--- src/hw/uic_pkg.sv ---
// Constants for the user interrupt controller: source layout, register map,
// command fields and timing. Assumes a single 100 MHz controller clock.
package uic_pkg;
	// Source selection word layout
	localparam int SRC_W = 24;
	localparam int SRC_IDX_W = 5;
	localparam int FAULT_POS = 0;
	localparam int EVT_LO_POS = 1;
	localparam int CNT_POS = 5;
	localparam int EVT_HI_POS = 11;
	localparam int TMR_POS = 15;
	localparam int MOD_POS = 19;
	localparam int N_EVT = 8;
	localparam int N_CNT = 6;
	localparam int N_TMR = 4;
	localparam int N_MOD = 5;
	localparam int N_PINS = N_EVT + N_CNT + N_MOD + 2;
	localparam int SYNC_STAGES = 3;

	// Register byte offsets
	localparam logic [7:0] OFS_DISABLE = 8'h00;
	localparam logic [7:0] OFS_ENABLE = 8'h04;
	localparam logic [7:0] OFS_FLUSH = 8'h08;
	localparam logic [7:0] OFS_LOST_CLR = 8'h0C;
	localparam logic [7:0] OFS_TSTART = 8'h10;
	localparam logic [7:0] OFS_ACTIVE = 8'h14;
	localparam logic [7:0] OFS_DONE = 8'h18;

	// Timed start command and routine-done status fields
	localparam int SP_W = 16;
	localparam int TS_SEL_LSB = 16;
	localparam int TS_SEL_W = 2;
	localparam int TS_EN_BIT = 31;
	localparam int DONE_FAULT_BIT = 31;
	localparam int DONE_BUSY_BIT = 30;

	// Mask reset value and the mask that keeps bit 0 enabled
	localparam logic [SRC_W-1:0] MASK_RST = 24'h00_0000;
	localparam logic [SRC_W-1:0] KEEP_BIT0 = 24'hFF_FFFE;

	// Timing
	localparam int CLK_PERIOD_NS = 10;
	localparam int TICK_PERIOD_NS = 1000000;
	localparam int MS_CYCLES = TICK_PERIOD_NS / CLK_PERIOD_NS;
endpackage

--- src/hw/timed_channel.sv ---
// One periodic timed channel: counts millisecond ticks toward a setpoint.
// Assumes a one-cycle tick pulse and a load pulse from the controller.
`timescale 1ns/100ps
module timed_channel
	import uic_pkg::*;
#(
	parameter int SPW = SP_W
) (
	// Clock and reset
	input wire logic i_mclk,
	input wire logic i_sys_rst,
	input wire logic i_clk_en,
	// Control
	input wire logic i_tick,
	input wire logic i_load,
	input wire logic [SPW-1:0] i_setpoint,
	// Status
	output logic o_enable,
	output logic o_expire
);
	logic [SPW-1:0] sp_q;
	logic [SPW-1:0] cnt_q;
	logic [SPW-1:0] ticks_q;
	logic run_q;
	logic exp_q;
	wire at_end = (cnt_q == SPW'(sp_q - 1'b1));

	always_ff @(posedge i_mclk or posedge i_sys_rst) begin
		if (i_sys_rst) begin
			sp_q <= '0;
			cnt_q <= '0;
			run_q <= 1'b0;
			exp_q <= 1'b0;
		end else if (i_clk_en) begin
			exp_q <= 1'b0;
			if (i_load) begin
				// Restart from zero on any new setpoint
				sp_q <= i_setpoint;
				cnt_q <= '0;
				run_q <= |i_setpoint;
			end else if (run_q && i_tick) begin
				if (at_end) begin
					cnt_q <= '0;
					exp_q <= 1'b1;
				end else begin
					cnt_q <= SPW'(cnt_q + 1'b1);
				end
			end
		end
	end

	assign o_enable = run_q;
	assign o_expire = exp_q;

	// Independent tick count since start, seen only by the check below
	always_ff @(posedge i_mclk or posedge i_sys_rst) begin
		if (i_sys_rst) begin
			ticks_q <= '0;
		end else if (i_clk_en) begin
			if (i_load || exp_q) begin
				ticks_q <= '0;
			end else if (run_q && i_tick) begin
				ticks_q <= SPW'(ticks_q + 1'b1);
			end
		end
	end
endmodule

--- src/hw/user_interrupt_control.sv ---
// User interrupt controller: fault handler launch, four timed channels,
// per-source mask, flush and lost-clear commands, priority dispatch.
// Assumes an AHB-Lite master, pins from outside the clock domain, and
// software that writes the routine-done register when a routine ends.
//
// Functional notes
// Only user-class faults launch the fault handler
// After fault handler completes, enter fault mode
// Timed setpoint is unsigned 16-bit milliseconds
// Zero setpoint stops channel, clears enable flag
// Nonzero setpoint starts stopped channel, sets flag
// New setpoint restarts running count from zero
// Interrupt only after full setpoint interval
// Timed start selects one of four channels
// Timed start acts only when enabled; status mirrors
// Module bits 19-23, timed channels bits 15-18
// Events 1-4, counters 5-10, events 11-14
// Bit 0 is fault handler, reserved for disable
// Software ORs source weights into one word
// Disabled sources wait until re-enabled
// Flush discards selected pending requests
// Clear resets selected interrupt-lost bits
// Fixed priority, fault handler first, modules last
// Higher request suspends lower running routine
// Millisecond tick from prescaled system clock
// Pending bit per source; recurrence sets lost
`timescale 1ns/100ps
module user_interrupt_control
	import uic_pkg::*;
#(
	parameter int TICK_CYCLES = MS_CYCLES
) (
	// Clock, reset, clock enable
	input wire logic i_mclk,
	input wire logic i_sys_rst,
	input wire logic i_clk_en,
	// AHB-Lite slave
	input wire logic i_hsel,
	input wire logic [31:0] i_haddr,
	input wire logic [1:0] i_htrans,
	input wire logic i_hwrite,
	input wire logic [2:0] i_hsize,
	input wire logic [31:0] i_hwdata,
	input wire logic i_hready,
	output logic o_hreadyout,
	output logic o_hresp,
	output logic [31:0] o_hrdata,
	// Interrupt and fault pins
	input wire logic [N_EVT-1:0] i_event_input_irq,
	input wire logic [N_CNT-1:0] i_fast_counter_irq,
	input wire logic [N_MOD-1:0] i_module_irq,
	input wire logic i_user_fault,
	input wire logic i_other_fault,
	// Routine dispatch and status
	output logic o_dispatch,
	output logic [SRC_IDX_W-1:0] o_dispatch_vec,
	output logic [SRC_W-1:0] o_active,
	output logic o_fault_mode,
	output logic [N_TMR-1:0] o_timer_enable_flag,
	output logic o_status_out
);
	localparam int TICK_W = $clog2(TICK_CYCLES + 1);

	if (TICK_CYCLES < 2) begin : g_bad_tick
		$error("TICK_CYCLES must be at least 2");
	end

	function automatic logic [SRC_IDX_W-1:0] first_set(input logic [SRC_W-1:0] v);
		logic [SRC_IDX_W-1:0] idx;
		idx = '0;
		for (int i = SRC_W - 1; i >= 0; i--) begin
			if (v[i]) begin
				idx = SRC_IDX_W'(i);
			end
		end
		return idx;
	endfunction

	// Pin synchronisers; an edge counts once stages two and three agree
	logic [N_PINS-1:0] pin_s1_q;
	logic [N_PINS-1:0] pin_s2_q;
	logic [N_PINS-1:0] pin_s3_q;
	logic [N_PINS-1:0] pin_filt_q;
	wire [N_PINS-1:0] pin_raw = {i_other_fault, i_user_fault, i_module_irq,
		i_fast_counter_irq, i_event_input_irq};
	wire [N_PINS-1:0] pin_agree = ~(pin_s2_q ^ pin_s3_q);
	wire [N_PINS-1:0] pin_rise = pin_agree & pin_s2_q & ~pin_filt_q;

	always_ff @(posedge i_mclk or posedge i_sys_rst) begin
		if (i_sys_rst) begin
			pin_s1_q <= '0;
			pin_s2_q <= '0;
			pin_s3_q <= '0;
			pin_filt_q <= '0;
		end else if (i_clk_en) begin
			pin_s1_q <= pin_raw;
			pin_s2_q <= pin_s1_q;
			pin_s3_q <= pin_s2_q;
			pin_filt_q <= (pin_agree & pin_s2_q) | (~pin_agree & pin_filt_q);
		end
	end

	wire [N_EVT-1:0] evt_rise = pin_rise[N_EVT-1:0];
	wire [N_CNT-1:0] cnt_rise = pin_rise[N_EVT+N_CNT-1:N_EVT];
	wire [N_MOD-1:0] mod_rise = pin_rise[N_PINS-3:N_EVT+N_CNT];
	wire user_rise = pin_rise[N_PINS-2];
	wire other_rise = pin_rise[N_PINS-1];

	// Millisecond prescaler
	logic [TICK_W-1:0] pre_q;
	logic tick_q;
	always_ff @(posedge i_mclk or posedge i_sys_rst) begin
		if (i_sys_rst) begin
			pre_q <= '0;
			tick_q <= 1'b0;
		end else if (i_clk_en) begin
			tick_q <= (pre_q == TICK_W'(TICK_CYCLES - 1));
			pre_q <= (pre_q == TICK_W'(TICK_CYCLES - 1)) ? '0 : TICK_W'(pre_q + 1'b1);
		end
	end

	// AHB-Lite address phase capture; zero wait states, always OKAY
	logic wr_q;
	logic [7:0] waddr_q;
	logic [31:0] rdata_q;
	wire addr_take = i_hsel && i_htrans[1] && i_hready;
	wire [7:0] haddr_ofs = {i_haddr[7:2], 2'b00};
	wire addr_hit = (i_haddr[31:8] == 24'h00_0000);

	// Data phase write strobes
	wire wr_dis = wr_q && (waddr_q == OFS_DISABLE);
	wire wr_en = wr_q && (waddr_q == OFS_ENABLE);
	wire wr_flush = wr_q && (waddr_q == OFS_FLUSH);
	wire wr_clr = wr_q && (waddr_q == OFS_LOST_CLR);
	wire wr_ts = wr_q && (waddr_q == OFS_TSTART);
	wire wr_done = wr_q && (waddr_q == OFS_DONE);

	// One write carries every selected source at once
	wire [SRC_W-1:0] sel_word = i_hwdata[SRC_W-1:0];
	wire [SRC_W-1:0] flush_sel = wr_flush ? sel_word : '0;
	wire [SRC_W-1:0] clr_sel = wr_clr ? sel_word : '0;

	// Timed start command fields
	wire ts_go = wr_ts && i_hwdata[TS_EN_BIT];
	wire [TS_SEL_W-1:0] ts_sel = i_hwdata[TS_SEL_LSB+TS_SEL_W-1:TS_SEL_LSB];
	wire [SP_W-1:0] ts_sp = i_hwdata[SP_W-1:0];

	// Timed channels
	logic [N_TMR-1:0] tmr_exp;
	for (genvar c = 0; c < N_TMR; c++) begin : g_tmr
		timed_channel #(
			.SPW(SP_W)
		) u_chan (
			.i_mclk(i_mclk),
			.i_sys_rst(i_sys_rst),
			.i_clk_en(i_clk_en),
			.i_tick(tick_q),
			.i_load(ts_go && (ts_sel == TS_SEL_W'(c))),
			.i_setpoint(ts_sp),
			.o_enable(o_timer_enable_flag[c]),
			.o_expire(tmr_exp[c])
		);
	end

	// Source events in priority order, bit 0 highest
	wire [SRC_W-1:0] hw_event = {mod_rise, tmr_exp,
		evt_rise[N_EVT-1:4], cnt_rise, evt_rise[3:0],
		user_rise};

	// Pending, lost, mask and in-service state
	logic [SRC_W-1:0] pend_q;
	logic [SRC_W-1:0] lost_q;
	logic [SRC_W-1:0] mask_q;
	logic [SRC_W-1:0] act_q;
	logic fault_q;
	logic status_q;
	logic disp_q;
	logic [SRC_IDX_W-1:0] disp_vec_q;

	wire [SRC_W-1:0] cand = pend_q & ~mask_q;
	wire [SRC_IDX_W-1:0] best = first_set(cand);
	wire [SRC_IDX_W-1:0] cur = first_set(act_q);
	// Lower index is higher priority, so a smaller index suspends the running one
	wire preempt = (|cand) && (~|act_q || (best < cur)) && !fault_q;
	wire [SRC_W-1:0] take_oh = preempt ? (SRC_W'(1) << best) : '0;
	wire done_any = wr_done && (|act_q);
	wire [SRC_W-1:0] done_oh = done_any ? (SRC_W'(1) << cur) : '0;
	wire fault_done = done_any && act_q[FAULT_POS];

	// New events win over a flush or clear in the same cycle
	wire [SRC_W-1:0] pend_d = (pend_q & ~flush_sel & ~take_oh) | hw_event;
	wire [SRC_W-1:0] lost_hit = hw_event & pend_q & ~take_oh;
	wire [SRC_W-1:0] lost_d = (lost_q & ~clr_sel) | lost_hit;
	wire [SRC_W-1:0] mask_set = wr_dis ? (sel_word & KEEP_BIT0) : '0;
	wire [SRC_W-1:0] mask_clr = wr_en ? sel_word : '0;
	wire [SRC_W-1:0] mask_d = (mask_q | mask_set) & ~mask_clr & KEEP_BIT0;
	wire [SRC_W-1:0] act_d = (act_q & ~done_oh) | take_oh;
	// Non-user faults halt at once and never launch the handler
	wire fault_d = fault_q || fault_done || other_rise;

	always_ff @(posedge i_mclk or posedge i_sys_rst) begin
		if (i_sys_rst) begin
			pend_q <= '0;
			lost_q <= '0;
			mask_q <= MASK_RST;
			act_q <= '0;
			fault_q <= 1'b0;
		end else if (i_clk_en) begin
			pend_q <= pend_d;
			lost_q <= lost_d;
			mask_q <= mask_d;
			act_q <= act_d;
			fault_q <= fault_d;
		end
	end

	always_ff @(posedge i_mclk or posedge i_sys_rst) begin
		if (i_sys_rst) begin
			disp_q <= 1'b0;
			disp_vec_q <= '0;
			status_q <= 1'b0;
		end else if (i_clk_en) begin
			disp_q <= preempt;
			if (preempt) begin
				disp_vec_q <= best;
			end
			if (wr_ts) begin
				status_q <= i_hwdata[TS_EN_BIT];
			end
		end
	end

	// Read mux; reads show live block state
	wire [31:0] done_rd = {fault_q, |act_q, 25'h000_0000, cur};
	wire [31:0] ts_rd = {status_q, 27'h000_0000, o_timer_enable_flag};
	wire [31:0] rd_mux =
		!addr_hit ? 32'h0000_0000 :
		(haddr_ofs == OFS_DISABLE) ? {8'h00, mask_q} :
		(haddr_ofs == OFS_ENABLE) ? {8'h00, mask_q} :
		(haddr_ofs == OFS_FLUSH) ? {8'h00, pend_q} :
		(haddr_ofs == OFS_LOST_CLR) ? {8'h00, lost_q} :
		(haddr_ofs == OFS_TSTART) ? ts_rd :
		(haddr_ofs == OFS_ACTIVE) ? {8'h00, act_q} :
		(haddr_ofs == OFS_DONE) ? done_rd : 32'h0000_0000;

	always_ff @(posedge i_mclk or posedge i_sys_rst) begin
		if (i_sys_rst) begin
			wr_q <= 1'b0;
			waddr_q <= '0;
			rdata_q <= '0;
		end else if (i_clk_en) begin
			wr_q <= addr_take && i_hwrite && addr_hit;
			if (addr_take) begin
				waddr_q <= haddr_ofs;
			end
			if (addr_take && !i_hwrite) begin
				rdata_q <= rd_mux;
			end
		end
	end

	assign o_hreadyout = 1'b1;
	assign o_hresp = 1'b0;
	assign o_hrdata = rdata_q;
	assign o_dispatch = disp_q;
	assign o_dispatch_vec = disp_vec_q;
	assign o_active = act_q;
	assign o_fault_mode = fault_q;
	assign o_status_out = status_q;
endmodule

--- config.mk ---
export PLATFORM = sky130hd
export DESIGN_NAME = user_interrupt_control
export DESIGN_NICKNAME = d
export VERILOG_FILES = /design/src/hw/uic_pkg.sv /design/src/hw/timed_channel.sv /design/src/hw/user_interrupt_control.sv
export SDC_FILE = /design/constraint.sdc
export NUM_CORES = 1
export LEC_CHECK = 0
export BUFFER_PORTS_ARGS = -buffer_cell sky130_fd_sc_hd__buf_2
export CAP_MARGIN = 20
export CORE_MARGIN = 3
export CORE_UTILIZATION = 45
export DETAILED_ROUTE_END_ITERATION = 16
export GPL_TIMING_DRIVEN = 0
export PLACE_DENSITY_LB_ADDON = 0.08
export RECOVER_POWER = 100
export SLEW_MARGIN = 20
export SYNTH_ARGS = -nofsm -noshare
export SYNTH_HDL_FRONTEND = slang
export SYNTH_SLANG_ARGS = --single-unit
--- constraint.sdc ---
create_clock -name i_mclk -period 11.7 [get_ports i_mclk]
set_input_delay 1.755 -clock i_mclk [delete_from_list [all_inputs] [get_ports i_mclk]]
set_output_delay 1.755 -clock i_mclk [all_outputs]
set_load 0.02 [all_outputs]
==> flow_summary.json <==
{
  "grt-ovfl-total": 0,
  "synth_top_cell_by_area": "dfrtp_1",
  "ff2ff_setup_slack_ns": 6.86,
  "nets": 2391,
  "violations": "max-capacitance violations, max-slew violations",
  "syn_inst": 2069,
  "status": "complete, but fails checks",
  "die-area_um2": 47250,
  "detail-route-antenna-nets": 0,
  "min_from": "pre_q[4]",
  "clk_pin_slew_worst_paths_ns": 0.05,
  "grt_pass1_vias": 16980,
  "worstReg2RegStart": "pend_q[7]",
  "critPathCaptureType": "async pin",
  "wl_met1_um": 28720,
  "power_leakage_uw": 0.01010,
  "die_h_um": 217.4,
  "hold_path_class": "reg -> reg",
  "diodes": 0,
  "finalSetupTns_ns": 0,
  "htreeDepth": 2,
  "grt_pass1_wl_um": 101400,
  "drive_gt1_share_pct": 13.41,
  "worstHoldPathCells": 1,
  "synth_seq_area_share_pct": 46.56,
  "die_x_um": 217.4,
  "skew_ns": 0.01395,
  "ios": 166,
  "grt_start_max_net_pins": 35,
  "post_drt_wl_per_cell_um": 22.69,
  "finalCritPeriodShare_pct": 59.45,
  "rows": 76,
  "fin_crit_ns": 6.956,
  "place.gp.congestion": 0.9432,
  "power.total_uw": 3496,
  "hold_buffers": 0,
  "cap_violations": 11,
  "relSlewSlack_pct": -23.08,
  "arrival_ns": 7.39,
  "clock_latency_ns": 0.57,
  "worstReg2RegEnd": "lost_q[0]",
  "synth_cell_type_count": 79,
  "start_util_pct": 46.06,
  "root_buffer": "clkbuf_16",
  "drc": 0,
  "powerDensity_nw_per_um2": 153.6,
  "yosys_register_bits": 374,
  "ff2ff_path_depth": 14,
  "vias_per_cell": 5.994,
  "first_pass_iters": 7,
  "synth_ff_type": "dfrtp_1",
  "report.final.hold_viol_count": 0,
  "ys_warn_count": 0,
  "clockBufferDepth": 3,
  "routed-via-count": 17230,
  "dp_hpwl_um": 48100,
  "track_usage_pct": 27.70,
  "finalMaxSlewViolations": 355,
  "synth_edf_count": 0,
  "crit_type": "in -> async",
  "cts_buffers": 44,
  "met3_wirelength_um": 4954,
  "fmax_mhz": 143.8,
  "post_cts_buffers": 0,
  "cts_tree": "built",
  "ir_worst_vdd_mv": 0.1043,
  "setup_viol": 0,
  "drt_iter0_drc": 1583,
  "port_buffers": 126,
  "syn_area_um2": 20100,
  "antenna_found_initial": 0,
  "dr_wl_met2_um": 29490,
  "clock_sinks": 374,
  "rsz0062_at_grt": "false",
  "max_slew.worst_pin.slew_ns": 1.846,
  "cts_resized": 0,
  "yosys-top-cells-area": "dfrtp_1 47%, mux2_2 7.5%, nand2_1 4.6%",
  "cp_max_fo": 32,
  "syn_avg_cell_area_um2": 9.716,
  "core_area_um2": 43650,
  "synth-async-reset-ratio_pct": 100.0,
  "cp.required_ns": 12.13,
  "hold_end": "pre_q[4]",
  "synth_top_area_share_pct": 46.56,
  "setup.worst_path.start_class": "input pin",
  "top_layer_used": "met4",
  "routed_wirelength_um": 65200,
  "area_growth_pct": 13.19
}
worst max-delay path: stages:
cell and delay, ns:
buf_2 0.10, clkinvlp_2 0.40, clkbuf_1 1.32, clkbuf_1 1.32
clkbuf_1 1.35, clkbuf_1 1.10
final cells by class:
| type | instances | area (µm²) |
|---|---|---|
| Clock buffer | 68 | 1272 |
| Timing Repair Buffer | 141 | 613.1 |
| Clock inverter | 5 | 50.05 |
| Fill cell | 4040 | 20890 |
| Buffer | 128 | 545.5 |
| Multi-Input combinational cell | 1524 | 9997 |
| Sequential cell | 374 | 9359 |
| Tap cell | 585 | 732.0 |
| Inverter | 49 | 185.2 |
how the worst max path moves through the flow:
stage                    from          end  slack (ns)
floorplan           i_sys_rst    async pin        4.92
global placement    i_sys_rst  pin_s1_q[9]        2.56
detailed placement   i_clk_en    lost_q[8]        6.69
CTS                 pend_q[6]    lost_q[0]        7.00
global route        i_sys_rst  pin_s2_q[6]        3.81
finish              i_sys_rst  pin_s2_q[6]        4.74
cell usage in the layout, fill, tap and decap left out, types with 8 or more instances in the layout:
cell type / Yosys / routed
ha_1: 33 / 33
o211ai_1: 9 / 9
buf_2: 6 / 68
nand3_1: 49 / 50
clkbuf_16: 0 / 45
and2_1: 14 / 13
a221oi_1: 9 / 9
nor2b_1: 31 / 31
nor4_1: 33 / 33
xnor2_1: 65 / 65
a222oi_1: 20 / 20
clkbuf_2: 12 / 12
xor2_1: 36 / 36
nor2_1: 93 / 93
nor3_1: 59 / 59
nand3b_1: 36 / 36
a31oi_1: 23 / 23
dfrtp_1: 374 / 374
o21ai_0: 155 / 155
nand4_1: 24 / 24
or2_2: 13 / 13
a21oi_1: 92 / 92
and3_1: 48 / 48
a21o_1: 46 / 46
or4_1: 12 / 12
inv_1: 49 / 48
mux2_2: 134 / 133
nand2b_1: 33 / 33
nor3b_1: 24 / 24
o31ai_1: 33 / 33
buf_4: 13 / 11
nand2_1: 244 / 244
or3_1: 24 / 24
conb_1: 2 / 8
clkbuf_1: 80 / 191
mux2i_1: 18 / 18
layer usage:
metal / track usage [%] / vias to the layer above
met5: 0 / -
met4: 8.915 / 0
met3: 5.348 / 133
met2: 44.06 / 628
met1: 38.35 / 8592
li1: - / 7873
per-stage QoR:
| stage | hold WS (ns) | setup WS [ns] | area [µm²] | instances | utilization [%] |
|---|---|---|---|---|---|
| finish | 0.4768 | 4.744 | 22750 | 2874 | 52.13 |
| global route | 0.4827 | 3.815 | 22750 | 2874 | 52.13 |
| CTS | 0.4727 | 7.004 | 23080 | 2873 | 52.88 |
| detailed placement | 0.4586 | 6.692 | 21760 | 2800 | 49.85 |
| global placement | 0.4571 | 2.555 | 21490 | 2786 | 49.24 |
| floorplan | 0.4367 | 4.923 | 20130 | 2075 | - |
state kept, by name, summed over array words and instances (netlist names), 5 cells and up, named ones only:
| name | cells |
|---|---|
| o_dispatch_vec | 5 |
| pend_q | 24 |
| mask_q | 23 |
| waddr_q | 6 |
| pin_s3_q | 21 |
| g_tmr.u_chan.sp_q | 64 |
| g_tmr.u_chan.cnt_q | 64 |
| pin_s1_q | 21 |
| o_hrdata | 26 |
| lost_q | 24 |
| o_active | 24 |
| pre_q | 17 |
| pin_s2_q | 21 |
synthesized netlist by cell type (14+ instances only):
cell,instances
a21o_1,46
nor2_1,93
inv_1,49
nor2b_1,31
nand2_1,244
nand3_1,49
and3_1,48
or3_1,24
mux2i_1,18
o21ai_0,155
nor3_1,59
and2_1,14
dfrtp_1,374
mux2_2,134
a31oi_1,23
buf_1,14
nor3b_1,24
o31ai_1,33
xnor2_1,65
a222oi_1,20
nand3b_1,36
a21oi_1,92
nand4_1,24
ha_1,33
xor2_1,36
clkbuf_1,80
nor4_1,33
nand2b_1,33
logic make-up after synthesis:
logic type,after synthesis,share of synthesized area (%)
AOI/OAI and AO/OA,473,15.24
xor gates and xnor gates,101,4.400
adders and majority gates,34,2.104
buffers and inverters,177,3.772
DFF,374,46.56
muxes,153,8.514
other,2,0.03736
and+or+nand+nor,755,19.38
report_power, final:
part	total (µW)	switching [µW]	internal [µW]	leakage (µW)
clock	1300	534	763	0.000648
sequential	1610	170	1440	0.00476
combinational	587	369	218	0.00470
total	3500	1070	2420	0.0101
No activity file was read; power rests on OpenSTA's default activity.
